File: config.mk
export PLATFORM = sky130hd
export DESIGN_NAME = lsb_unit
export DESIGN_NICKNAME = d
export VERILOG_FILES = /design/src/common/lsb_pkg.sv /design/src/verilog/lsb_stack.sv /design/src/verilog/lsb_unit.sv
export SDC_FILE = /design/constraint.sdc
export NUM_CORES = 1
export LEC_CHECK = 0
export BUFFER_PORTS_ARGS = -buffer_cell sky130_fd_sc_hd__buf_2
export CORE_MARGIN = 2
export CORE_UTILIZATION = 24
export CTS_CLUSTER_SIZE = 10
export DETAILED_ROUTE_END_ITERATION = 10
export GPL_TIMING_DRIVEN = 0
export PLACE_DENSITY = 0.49
export RECOVER_POWER = 100
export SKIP_CTS_REPAIR_TIMING = 1
export SYNTH_ARGS = -nofsm -noshare
export SYNTH_HDL_FRONTEND = slang
export SYNTH_SLANG_ARGS = --single-unit
export TNS_END_PERCENT = 10
File: constraint.sdc
create_clock -name core_clk_in -period 3.45 [get_ports core_clk_in]
set_input_delay 0.1725 -clock core_clk_in [delete_from_list [all_inputs] [get_ports core_clk_in]]
set_output_delay 0.1725 -clock core_clk_in [all_outputs]
set_load 0.03 [all_outputs]
File: src/common/lsb_pkg.sv
/*
 * Package for the logic stack and bitwise unit: command codes, widths,
 * reset values and the packed carriers shared by the unit and its stack.
 * Assumes a single clock domain and a synchronous active-high reset.
 */
package lsb_pkg;

   // ----------------------------------------------------------------
   // Sizes
   // ----------------------------------------------------------------
   localparam int STACK_DEPTH = 9;
   localparam int STATE_BITS = 8;
   localparam int DATA_W = 32;

   // ----------------------------------------------------------------
   // Reset values
   // ----------------------------------------------------------------
   localparam logic RST_LEVEL = 1'h0;
   localparam logic [DATA_W-1:0] RST_RESULT = 32'h0000_0000;
   localparam logic [STATE_BITS-1:0] RST_STATE = 8'h00;

   // Stack commands
   typedef enum logic [2:0] {
      LSB_STK_NONE = 3'h0,
      LSB_STK_AND = 3'h1,
      LSB_STK_OR = 3'h2,
      LSB_STK_DUP = 3'h3,
      LSB_STK_COPY = 3'h4,
      LSB_STK_POP = 3'h5,
      // Constant loads, so the stack can hold something to combine
      LSB_STK_PUSH0 = 3'h6,
      LSB_STK_PUSH1 = 3'h7
   } lsb_stk_cmd_t;

   // Bitwise operations
   typedef enum logic [1:0] {
      LSB_OP_AND = 2'h0,
      LSB_OP_OR = 2'h1,
      LSB_OP_XOR = 2'h2,
      LSB_OP_INV = 2'h3
   } lsb_op_t;

   // Operand widths
   typedef enum logic [1:0] {
      LSB_W_BYTE = 2'h0,
      LSB_W_WORD = 2'h1,
      LSB_W_DWORD = 2'h2
   } lsb_width_t;

   // Bitwise request carrier
   typedef struct packed {
      logic valid;
      lsb_op_t op;
      lsb_width_t width;
      logic [DATA_W-1:0] first_operand;
      logic [DATA_W-1:0] second_operand;
   } lsb_alu_req_t;

   // Bitwise result carrier
   typedef struct packed {
      logic valid;
      lsb_width_t width;
      logic [DATA_W-1:0] data;
      logic zero_update;
      logic zero_value;
   } lsb_alu_res_t;

   // Sequence step request: one evaluation of transitions
   typedef struct packed {
      logic valid;
      logic [STATE_BITS-1:0] current;
      logic [STATE_BITS-1:0] targets;
      logic [STATE_BITS-1:0] cond;
      logic [STATE_BITS-1:0] join_need;
      logic [STATE_BITS-1:0] join_target;
      logic exclusive;
   } lsb_seq_req_t;

endpackage

File: src/verilog/lsb_stack.sv
/*
 * Bit stack of the logic unit: combine, duplicate, copy and pop.
 * Assumes one stack command per clock from the sequencer.
 */
`timescale 1ns/1ps

module lsb_stack #(
   parameter int DEPTH = lsb_pkg::STACK_DEPTH
) (
   input wire logic core_clk_in,
   input wire logic rst_in,
   input wire lsb_pkg::lsb_stk_cmd_t cmd_in,
   output logic [DEPTH-1:0] levels_out
);

   // ----------------------------------------------------------------
   // Next-value decode
   // ----------------------------------------------------------------
   logic [DEPTH-1:0] stk;
   logic [DEPTH-1:0] next_stk;
   logic [DEPTH-1:0] shift_up;
   logic [DEPTH-1:0] shift_down;

   // Pop and combine drop level 0; bottom refilled with zero
   // [RULE16] zero-fill vacated bottom
   assign shift_up = {1'b0, stk[DEPTH-1:1]};
   // [RULE3] duplicate drops bottom
   assign shift_down = {stk[DEPTH-2:0], stk[0]};

   always_comb begin
      case (cmd_in)
         // [RULE1] and combine
         lsb_pkg::LSB_STK_AND: next_stk = {shift_up[DEPTH-1:1], stk[0] & stk[1]};
         // [RULE2] or combine
         lsb_pkg::LSB_STK_OR: next_stk = {shift_up[DEPTH-1:1], stk[0] | stk[1]};
         lsb_pkg::LSB_STK_DUP: next_stk = shift_down;
         // [RULE4] copy second to top
         lsb_pkg::LSB_STK_COPY: next_stk = {stk[DEPTH-1:1], stk[1]};
         // [RULE5] pop top
         lsb_pkg::LSB_STK_POP: next_stk = shift_up;
         // Constant loads push down like duplicate, bottom level lost
         lsb_pkg::LSB_STK_PUSH0: next_stk = {stk[DEPTH-2:0], 1'b0};
         lsb_pkg::LSB_STK_PUSH1: next_stk = {stk[DEPTH-2:0], 1'b1};
         default: next_stk = stk;
      endcase
   end

   // Stack storage
   always_ff @(posedge core_clk_in) begin
      if (rst_in) begin
         stk <= {DEPTH{lsb_pkg::RST_LEVEL}};
      end else begin
         stk <= next_stk;
      end
   end

   assign levels_out = stk;
endmodule // lsb_stack

File: src/verilog/lsb_unit.sv
/*
 * Logic stack and bitwise unit: bit stack, byte/word/double-word logic
 * with inversion and zero flag, and sequence state-bit stepping.
 * Assumes the sequencer gives one request of each kind per clock and
 * that operands are synchronous to core_clk_in.
 */
`timescale 1ns/1ps

// Functional notes
// [RULE1] And-combine ANDs the top two levels into the top and drops one level.
// [RULE2] Or-combine ORs the top two levels into the top and drops one level.
// [RULE3] Duplicate-push copies the top down one level, losing the bottom.
// [RULE4] Copy-second writes level two into the top, all else unchanged.
// [RULE5] Pop removes the top so every lower level moves up one.
// [RULE6] Byte logic forms AND, OR or XOR of two 8-bit operands into 8 bits.
// [RULE7] Word logic forms AND, OR or XOR of two 16-bit operands into 16 bits.
// [RULE8] Double-word logic forms AND, OR or XOR of two 32-bit operands.
// [RULE9] Byte invert writes the ones complement and updates the zero flag.
// [RULE10] Word invert writes the ones complement and updates the zero flag.
// [RULE11] Double-word invert writes the ones complement of 32 bits.
// [RULE12] One true condition activates all its target states in one step.
// [RULE13] A join target is set only when all needed completion bits are true.
// [RULE14] A conditional branch activates only the first condition to come true.
// [RULE15] A transition sets its target bit and clears the enabling bit.
// [RULE16] Combine and pop fill the vacated bottom level with zero.
module lsb_unit #(
   parameter int DEPTH = lsb_pkg::STACK_DEPTH,
   parameter int SBITS = lsb_pkg::STATE_BITS
) (
   input wire logic core_clk_in,
   input wire logic rst_in,
   input wire lsb_pkg::lsb_stk_cmd_t stk_cmd_in,
   input wire lsb_pkg::lsb_alu_req_t alu_req_in,
   input wire lsb_pkg::lsb_seq_req_t seq_req_in,
   output logic [DEPTH-1:0] stack_levels_out,
   output logic stack_top_out,
   output lsb_pkg::lsb_alu_res_t alu_res_out,
   output logic zero_result_flag_out,
   output logic [SBITS-1:0] state_bits_out
);

   // ----------------------------------------------------------------
   // Logic stack
   // ----------------------------------------------------------------
   lsb_stack #(
      .DEPTH(DEPTH)
   ) lsb_stack_inst (
      .core_clk_in(core_clk_in),
      .rst_in(rst_in),
      .cmd_in(stk_cmd_in),
      .levels_out(stack_levels_out)
   );

   assign stack_top_out = stack_levels_out[0];

   // ----------------------------------------------------------------
   // Bitwise datapath
   // ----------------------------------------------------------------
   logic [31:0] op_a;
   logic [31:0] op_b;
   logic [31:0] raw;
   logic [31:0] next_data;
   wire is_inv = alu_req_in.op == lsb_pkg::LSB_OP_INV;

   // Unused upper operand bits are masked so AND, OR and XOR results read as zero there
   assign op_a = alu_req_in.width == lsb_pkg::LSB_W_BYTE ? {24'h000000, alu_req_in.first_operand[7:0]}
      : alu_req_in.width == lsb_pkg::LSB_W_WORD ? {16'h0000, alu_req_in.first_operand[15:0]}
      : alu_req_in.first_operand;
   assign op_b = alu_req_in.width == lsb_pkg::LSB_W_BYTE ? {24'h000000, alu_req_in.second_operand[7:0]}
      : alu_req_in.width == lsb_pkg::LSB_W_WORD ? {16'h0000, alu_req_in.second_operand[15:0]}
      : alu_req_in.second_operand;

   // [RULE6] [RULE7] [RULE8] operation select
   assign raw = alu_req_in.op == lsb_pkg::LSB_OP_AND ? (op_a & op_b)
      : alu_req_in.op == lsb_pkg::LSB_OP_OR ? (op_a | op_b)
      : alu_req_in.op == lsb_pkg::LSB_OP_XOR ? (op_a ^ op_b)
      : ~op_a;

   // Truncate to the requested width after inversion
   // [RULE9] [RULE10] [RULE11] width masking
   assign next_data = alu_req_in.width == lsb_pkg::LSB_W_BYTE ? {24'h000000, raw[7:0]}
      : alu_req_in.width == lsb_pkg::LSB_W_WORD ? {16'h0000, raw[15:0]}
      : raw;

   // Zero flag only on byte and word invert; double word leaves it alone
   wire zero_upd = alu_req_in.valid && is_inv && alu_req_in.width != lsb_pkg::LSB_W_DWORD;
   wire zero_val = next_data == 32'h0000_0000;

   // Result register and zero flag
   always_ff @(posedge core_clk_in) begin
      if (rst_in) begin
         alu_res_out <= '0;
         zero_result_flag_out <= 1'b0;
      end else begin
         alu_res_out.valid <= alu_req_in.valid;
         alu_res_out.width <= alu_req_in.width;
         alu_res_out.zero_update <= zero_upd;
         alu_res_out.zero_value <= zero_val;
         if (alu_req_in.valid) begin
            alu_res_out.data <= next_data;
         end
         // [RULE9] [RULE10] zero flag update
         if (zero_upd) begin
            zero_result_flag_out <= zero_val;
         end
      end
   end

   // ----------------------------------------------------------------
   // Sequence state bits
   // ----------------------------------------------------------------
   logic [SBITS-1:0] state;
   logic [SBITS-1:0] fire;
   logic [SBITS-1:0] first_fire;
   logic [SBITS-1:0] set_mask;
   logic [SBITS-1:0] next_state;
   // An empty enabling mask stands outside any segment and fires on its
   // condition alone; without it no step could ever be set after reset
   wire enabled = seq_req_in.valid
      && (seq_req_in.current == '0 || (state & seq_req_in.current) != '0);
   // [RULE13] join needs all completion bits
   wire join_ok = seq_req_in.valid && seq_req_in.join_need != '0
      && ((state & seq_req_in.join_need) == seq_req_in.join_need);

   // Targets whose condition is true this evaluation
   assign fire = enabled ? (seq_req_in.targets & seq_req_in.cond) : '0;
   // [RULE14] lowest index wins when conditions arrive together
   assign first_fire = fire & (~fire + 1'b1);
   // [RULE12] diverge sets every fired target together
   assign set_mask = (seq_req_in.exclusive ? first_fire : fire)
      | (join_ok ? seq_req_in.join_target : '0);

   // [RULE15] set targets, clear enabling bit; join consumes its inputs
   always_comb begin
      next_state = state;
      if (fire != '0) begin
         next_state = next_state & ~seq_req_in.current;
      end
      if (join_ok) begin
         next_state = next_state & ~seq_req_in.join_need;
      end
      next_state = next_state | set_mask;
   end

   always_ff @(posedge core_clk_in) begin
      if (rst_in) begin
         state <= lsb_pkg::RST_STATE;
      end else begin
         state <= next_state;
      end
   end

   assign state_bits_out = state;
endmodule // lsb_unit

# Word-level counts from Yosys, hierarchy flattened
# Cells that the tools add are included.
# totals
ramBits,0
out_inout_bits,56
input_bits,116
ff_bits,55
n_memories,0
word_cells,74
latch_bits,0
rom_bits,0
# classes
mul,0
n_reduce_logical,17
shifts,0
add_sub_neg,1
eq_ne,13
bitwise,19
mux,15
n_div,0
order_cmp,0
# ops
operator,n
2-to-1 mux 32 bit,9
case mux 9 bit (7 select lines),1
AND 8 bit,6
2-to-1 mux 8 bit,5
AND 32 bit,1
zero test 32 bit,1
inverter 32 bit,1
bitwise OR 32 bit,1
XOR 32 bit,1
inverter 8 bit,3
nonzero test 8 bit,3
bitwise OR 8 bit,2
== test 3 bit (second input constant),4
nonzero test 6 bit,2
adder 8 x 1 -> 8 bit (second input constant),1
== test 8 bit,1
zero test 8 bit,1
== test 3 x 2 -> 1 bit (second input constant),2
logical AND 1 bit,5
== test 2 x 1 -> 1 bit (second input constant),2
== test 2 bit (second input constant),2
zero test 2 bit,2
AND reduction 2 bit,2
== test 3 x 1 -> 1 bit (second input constant),1
other kinds (5),6

# Depth between registers and ports, before layout
# Gate-level depths: netlist of run 1.
# logic_depth
depth_word,11
ltp_mapped,13
mapped_depth_nobuf,10

# Modules after synthesis
# From an unflattened synthesis of run 1, not the netlist that was laid out.
# hier_totals
cells_unflattened,609
area_unflattened_um2,4644.5
# by_module_without_submodules
mod,cells_each,area_per_inst_um2,seq_area_each_um2,instances
lsb_unit,553,4141.5,920.9,1
lsb_stack,56,503.0,180.2,1

# Worst setup path before layout of run 1
# Ideal clock, no wire load.
# synth_path
path_type,input -> register
startpoint,in alu_req_in[65] (netlist bit)
endpoint,reg alu_res_out[0] (netlist bit)
slack_ps,300
stages,10
path_buffers,3
arrival_ps,3063
cell_sequence,clkbuf_1 or2_2 clkbuf_1 clkbuf_1 nand2_1 ha_1 mux4_2 or4_4 o41a_1 nor4b_2
# synth_via
elab_chain_len,10
word_cells_on_any_way,16
# synth_rtl
item,line,rtl
start: declaration,lsb_unit.sv:33,"input wire lsb_pkg::lsb_alu_req_t alu_req_in,"
== test 2 x 1 -> 1 bit,"lsb_unit.sv:67, lsb_unit.sv:70, lsb_unit.sv:82",
2-to-1 mux 32 bit (on tied branches),"lsb_unit.sv:67, lsb_unit.sv:70",
2-to-1 mux 32 bit (on tied branches),"lsb_unit.sv:66, lsb_unit.sv:69",
XOR 32 bit or inverter 32 bit (tied branches),"lsb_unit.sv:76, lsb_unit.sv:77",
2-to-1 mux 32 bit,lsb_unit.sv:76,: alu_req_in.op == lsb_pkg::LSB_OP_XOR ? (op_a ^ op_b)
2-to-1 mux 32 bit,lsb_unit.sv:75,: alu_req_in.op == lsb_pkg::LSB_OP_OR ? (op_a | op_b)
2-to-1 mux 32 bit,lsb_unit.sv:74,assign raw = alu_req_in.op == lsb_pkg::LSB_OP_AND ? (op_a & op_b)
2-to-1 mux 32 bit,lsb_unit.sv:82,": alu_req_in.width == lsb_pkg::LSB_W_WORD ? {16'h0000, raw[15:0]}"
2-to-1 mux 32 bit *,lsb_unit.sv:81,"assign next_data = alu_req_in.width == lsb_pkg::LSB_W_BYTE ? {24'h000000, raw[7:0]}"
zero test 32 bit *,lsb_unit.sv:87,wire zero_val = next_data == 32'h0000_0000;
end: declaration,lsb_unit.sv:37,"output lsb_pkg::lsb_alu_res_t alu_res_out,"
# Mark *: on every way between the ends. The rest lies on a longest branch, timed or not.
# A chain may end at the register's enable or synchronous reset.

# Final worst setup path of run 1
# Same ends and word-level chain as after synthesis.

==> results.cfg, run 1 <==
[clock_tree]
cts_buffer_depth = 2
clkTransAtPathRegs_ps = 80
h-tree-depth = 2
clock-sinks = 55
cts_tree = done
cts_buffers = 5
cts_root_buffer = clkbuf_16
worstSkewPairLatency_ps = 300

[yosys]
synth.most_common_cell = nand2_1
yosys_warnings = 0
synth_flop_cell = dfxtp_1
syn_area_um2 = 4460
synth_cells = 565
yosys-top-cells-area = dfxtp_1 25%, ha_1 13%, mux4_2 11%
synth_top_area_share_pct = 24.7
syn-num-nets = 729
synth_largest_area_cell = dfxtp_1
synth_cell_types = 52
ys_ff_latch = 55
ys_top_cells_by_count = 89 x nand2_1, 76 x inv_1, 62 x nor2_1, 55 x dfxtp_1, 48 x ha_1
async_flop_share_pct = 0
synth-edff-count = 0
seq_area_frac_synth_pct = 24.7
avgSynthCellArea_um2 = 7.90

[critical_path]
cp.arrival_ps = 3440
reg2reg_depth = 8
r2r_start = state_bits_out[3]$_SDFF_PP0_
cp-startpoint = alu_req_in[65]
crit_type = input pin to flop
r2r-end = state_bits_out[3]$_SDFF_PP0_
crit_required_ps = 3660
setup.worst_path.start_class = input pin
crit_path_end_kind = flop
cp_max_fo = 10
reg2reg_slack_ps = 1170
critical_path.endpoint = alu_res_out[0]$_SDFF_PP0_

[final_layout]
fillers = 2003
layout.nets = 901
area_growth_pct = 26.7
seqCellArea_um2 = 1100
drive_gt1_share_pct = 20.9
multiInputGateArea_um2 = 2900
fin_area_um2 = 5650

[routing]
wl_um = 15300
drtAntennaViolNets = 0
drc_errors = 0
drt-initial-drc-count = 201
vias_per_cell = 4.73
wl_per_cell_um = 15.8
num_vias = 4578
firstDrtPassIters = 4

[floorplanning]
start_util_pct = 24.7
fp.dieH_um = 140
rows = 49
coreArea_um2 = 18100
die_w_um = 140
die-area_um2 = 19700
io_pins = 172

[power_and_ir_drop]
p_leak_uw = 0.00257
max-vdd-ir-drop_mv = 0.186
p_per_area_nw_per_um2 = 313

[placed_design]
dp_hpwl_um = 12700
dpl_cell_area_um2 = 5580
dpl_worst_slack_ps = -275
io_buffer_count = 165
routabilityCongestion = 0.817

[sta]
max_freq_mhz = 310
slew_headroom_pct = 44.8
rsz0062_at_grt = false
maxSlewViolCount = 0
fin_worst_skew_ps = 1.05
finalCritPeriodShare_pct = 93.5
tightest_slew_ps = 828
finalSetupViolations = 0
finalWorstSetupSlack_ps = 225
fin_crit_ps = 3220
hold_violations = 0

[global_routing]
grt_max_degree = 21
grt_pass1_wl_um = 23800
antenna_found_initial = 1
grt_usage_pct = 15.0
grt_pass1_vias = 4343
grt-ovfl-total = 0

[run]
maxCapViolations = 0

[min_path]
hp-class = input pin to flop

[outcome]
status = complete, no violations
==> registers in the layout, summed over array words and instances, names as in the netlist <==
signal and flops:
alu_res_out 37, lsb_stack_inst.levels_out 9, state_bits_out 8, zero_result_flag_out 1
==> kinds of logic (layout without fill, tap and decap cells) <==
logic type / count (synthesis) / after routing / synth area share, %
other: 0 / 1 / 0
adder cells (fa/ha/maj): 48 / 48 / 13.5
multiplexers: 31 / 31 / 13.5
AND/OR/NAND/NOR: 197 / 197 / 19.8
flip-flops: 55 / 55 / 24.7
AO/OA/AOI/OAI: 119 / 119 / 18.3
buffers and inverters: 115 / 288 / 10.3
==> critical path, stage by stage <==
cell,delay [ps]
clkbuf_1,340
or2_2,190
clkbuf_1,250
clkbuf_2,300
nand2_1,110
ha_1,290
mux4_2,480
or4_4,570
o41a_1,470
nor4b_2,280
==> power breakdown <==
part,switching [uW],internal [uW],total [uW]
Clock,265,281,546
Sequential,22.6,666,688
Combinational,324,211,535
==> stage by stage <==
stage	power, uW	setup TNS, ps	util (%)	hold slack, ps	cells
floorplan	1040	0	-	301	565
global placement	1250	-550	30.8	452	959
detailed placement	1250	-489	30.8	459	959
CTS	1810	0	31.7	137	967
global route	1880	0	31.2	145	967
finish	1770	0	31.3	146	968
==> per-layer routing <==
| layer | wire length [um] | share of wire (%) | global-route usage, % | vias to the layer above |
|---|---|---|---|---|
| met4 | 110 | 0.72 | 2.02 | 2 |
| met1 | 7170 | 47 | 20.8 | 2092 |
| met5 | 13 | 0.085 | 0 | - |
| li1 | - | - | - | 2328 |
| met3 | 1120 | 7.3 | 2.56 | 12 |
| met2 | 6910 | 45 | 25.1 | 144 |
==> placed cells by master (no fill, tap or decap), types with 2 or more instances in the layout <==
cell,netlist,layout
buf_2,6,113
nand2_1,89,89
clkbuf_1,19,83
inv_1,76,76
nor2_1,62,62
dfxtp_1,55,55
ha_1,48,48
a21oi_1,34,34
mux4_2,22,22
o21ai_0,15,15
a211oi_1,15,15
a22oi_1,13,13
nand4_1,8,8
a221o_1,8,8
mux2i_1,7,7
nor2b_1,7,7
o211ai_1,5,5
nor4_1,5,5
o31ai_1,5,5
clkbuf_16,0,5
nand3_1,4,4
a311oi_1,4,4
nor3_1,4,4
buf_1,8,3
a221oi_1,3,3
o2111ai_1,3,3
nand3b_1,3,3
or2_2,2,2
buf_4,4,2
or4_1,2,2
nand2b_1,2,2
a31oi_1,2,2
a32oi_1,2,2
nand4b_1,2,2
and3b_1,2,2
a31o_2,2,2
inv_6,0,2
==> final cells by class <==
| type | instances | share of cell area, % |
|---|---|---|
| timing repair buffer | 165 | 13.3 |
| antenna | 1 | 0.0443 |
| clock inverter | 3 | 0.509 |
| buffer | 38 | 2.92 |
| tap | 229 | 5.07 |
| clock buffer | 5 | 2.21 |
| sequential | 55 | 19.5 |
| multi-input combinational | 395 | 51.3 |
| inverter | 77 | 5.11 |
==> how the worst min path moves through the flow <==
stage / start / to / slack [ps] / cells after the start
after floorplan: alu_req_in[64] / alu_res_out[34]$_SDFF_PP0_ / 300 / 1
after global placement: alu_res_out[29]$_SDFFE_PP0P_ / alu_res_out[29]$_SDFFE_PP0P_ / 450 / 2
after detailed placement: seq_req_in[5] / state_bits_out[4]$_SDFF_PP0_ / 460 / 3
after CTS: seq_req_in[5] / state_bits_out[4]$_SDFF_PP0_ / 140 / 3
after global routing: seq_req_in[7] / state_bits_out[6]$_SDFF_PP0_ / 150 / 3
final: seq_req_in[7] / state_bits_out[6]$_SDFF_PP0_ / 150 / 3
(Power assumes the default switching activity.)
==> inputs of run 2 (changes only) <==
--- a/config.mk
+++ b/config.mk
@@ -11,10 +11,10 @@
 export CTS_CLUSTER_SIZE = 10
 export DETAILED_ROUTE_END_ITERATION = 10
 export GPL_TIMING_DRIVEN = 0
-export PLACE_DENSITY = 0.49
+export PLACE_DENSITY = 0.51
 export RECOVER_POWER = 100
 export SKIP_CTS_REPAIR_TIMING = 1
 export SYNTH_ARGS = -nofsm -noshare
 export SYNTH_HDL_FRONTEND = slang
 export SYNTH_SLANG_ARGS = --single-unit
-export TNS_END_PERCENT = 10
+export TNS_END_PERCENT = 50
==> constraint.sdc (replaced) <==
create_clock -name core_clk_in -period 2.8 [get_ports core_clk_in]
set_input_delay 0.14 -clock core_clk_in [delete_from_list [all_inputs] [get_ports core_clk_in]]
set_output_delay 0.14 -clock core_clk_in [all_outputs]
set_load 0.03 [all_outputs]
==> results.cfg, run 2 (synthesis results as in run 1) <==
[outcome]
status = complete, no violations

[sta]
fin_worst_skew_ps = 1.63
slew_headroom_pct = 50.6
hold_violations = 0
maxSlewViolCount = 0
setup_tns_ps = 0
finalCritPeriodShare_pct = 95.3
finalSetupViolations = 0
fin_crit_ps = 2670
tightest_slew_ps = 741
max_freq_mhz = 375
rsz0062_at_grt = false

[global_routing]
grt_pass1_vias = 4448
grt-ovfl-total = 0
antenna_found_initial = 2
grt_pass1_wl_um = 23700
grt_usage_pct = 15.0
grt_max_degree = 18

[clock_tree]
worstSkewPairLatency_ps = 290
cts_buffers = 5
h-tree-depth = 2
cts_buffer_depth = 2
clkTransAtPathRegs_ps = 70
clock-sinks = 55
cts_tree = done
cts_root_buffer = clkbuf_16

[min_path]
hp-class = input pin to flop

[final_layout]
layout.nets = 902
fillers = 1997
largest_register = alu_res_out
final_common_cell = buf_2
drive_gt1_share_pct = 21.8
area_growth_pct = 27.4
largest_reg_flops = 37
final_cell_mix = 112 x buf_2, 87 x nand2_1, 81 x clkbuf_1
diodes = 0

[routing]
wl_per_cell_um = 15.4
drtAntennaViolNets = 0
drt-initial-drc-count = 192
drc_errors = 0
wl_um = 14900
num_vias = 4609
vias_per_cell = 4.76
firstDrtPassIters = 4

[floorplanning]
io_pins = 172
fp.dieH_um = 140
rows = 49
die_w_um = 140
coreArea_um2 = 18100
die-area_um2 = 19700
start_util_pct = 24.7

[power_and_ir_drop]
max-vdd-ir-drop_mv = 0.204
p_per_area_nw_per_um2 = 378
p_leak_uw = 0.00258
power_frac_seq_pct = 39.5
comb_power_share_pct = 31.0
p_switching_uw = 723
p_sw_share_pct = 33.7
finalPower_uw = 2150
cell_internal_pwr_uw = 1420
clockPowerShare_pct = 29.5

[critical_path]
cp-startpoint = alu_req_in[64]
crit_required_ps = 3000
cpPeakStageDelay_ps = 570
crit_path_end_kind = flop
reg2reg_depth = 8
r2r-end = state_bits_out[2]$_SDFF_PP0_
setup.worst_path.start_class = input pin
cp.arrival_ps = 2870
crit_chain = buf_2, or2_2, clkbuf_8, nand2_1, ha_1, mux4_2, or4_4, o41a_1, nor4b_2
cp_slowest_cell = or4_4
reg2reg_slack_ps = 660
crit_type = input pin to flop
r2r_start = state_bits_out[5]$_SDFF_PP0_
cp_max_fo = 16
critical_path.endpoint = alu_res_out[0]$_SDFF_PP0_

[placed_design]
routabilityCongestion = 0.855
dp_hpwl_um = 12400
io_buffer_count = 165

[run]
maxCapViolations = 0
==> run 2: cell type report <==
type	count	area, um^2	area share (%)
sequential	55	1100	19.4
tap	229	287	5.04
buffer	37	186	3.28
timing repair buffer	167	768	13.5
clock buffer	6	129	2.27
clock inverter	2	16.3	0.286
multi-input combinational	395	2910	51.2
inverter	77	289	5.08
==> run 2: worst min-delay path by stage <==
stage	from	end	depth (start not counted)
finish	seq_req_in[5]	state_bits_out[4]$_SDFF_PP0_	3
CTS	seq_req_in[5]	state_bits_out[4]$_SDFF_PP0_	3
detailed placement	seq_req_in[5]	state_bits_out[4]$_SDFF_PP0_	3
global route	seq_req_in[5]	state_bits_out[4]$_SDFF_PP0_	3
floorplan	alu_req_in[64]	alu_res_out[34]$_SDFF_PP0_	1
global placement	seq_req_in[5]	state_bits_out[4]$_SDFF_PP0_	3
==> run 2: per-stage QoR <==
step                      setup WS [ps]  instance area, um^2  instances  utilization [%]  hold WS (ps)
after floorplan                    16.4                 4490        565                -           268
final                               132                 5690        968             31.4           118
after global placement             -286                 5610        959             31.0           414
after global routing               9.30                 5690        968             31.4           137
after detailed placement           -266                 5610        959             31.0           422
after CTS                          46.2                 5750        967             31.8           104
==> run 2: power groups by stage <==
| stage | Sequential [uW] | Combinational (uW) | Clock (uW) |
|---|---|---|---|
| final | 848 | 665 | 634 |
| after global routing | 853 | 750 | 689 |
| after CTS | 846 | 682 | 663 |
| after detailed placement | 865 | 680 | 0 |
| after global placement | 864 | 674 | 0 |
| after floorplan | 936 | 352 | 0 |
==> run 2: worst max-delay path: cells and delay by family <==
kind / cells / cell delay [ps]
compound gates: 1 / 480
fa+ha+maj: 1 / 220
mux: 1 / 470
simple gates: 4 / 1220
buf+inv: 2 / 340
==> run 2: routing by layer <==
layer / routed length, um / GRT usage (%) / share of wire [%] / vias to the layer above
met4: 143 / 3.19 / 0.96 / 4
met5: 26 / 0 / 0.17 / -
met3: 960 / 2.74 / 6.5 / 12
met1: 6970 / 20.3 / 47 / 2117
li1: - / - / - / 2331
met2: 6770 / 25.1 / 46 / 145
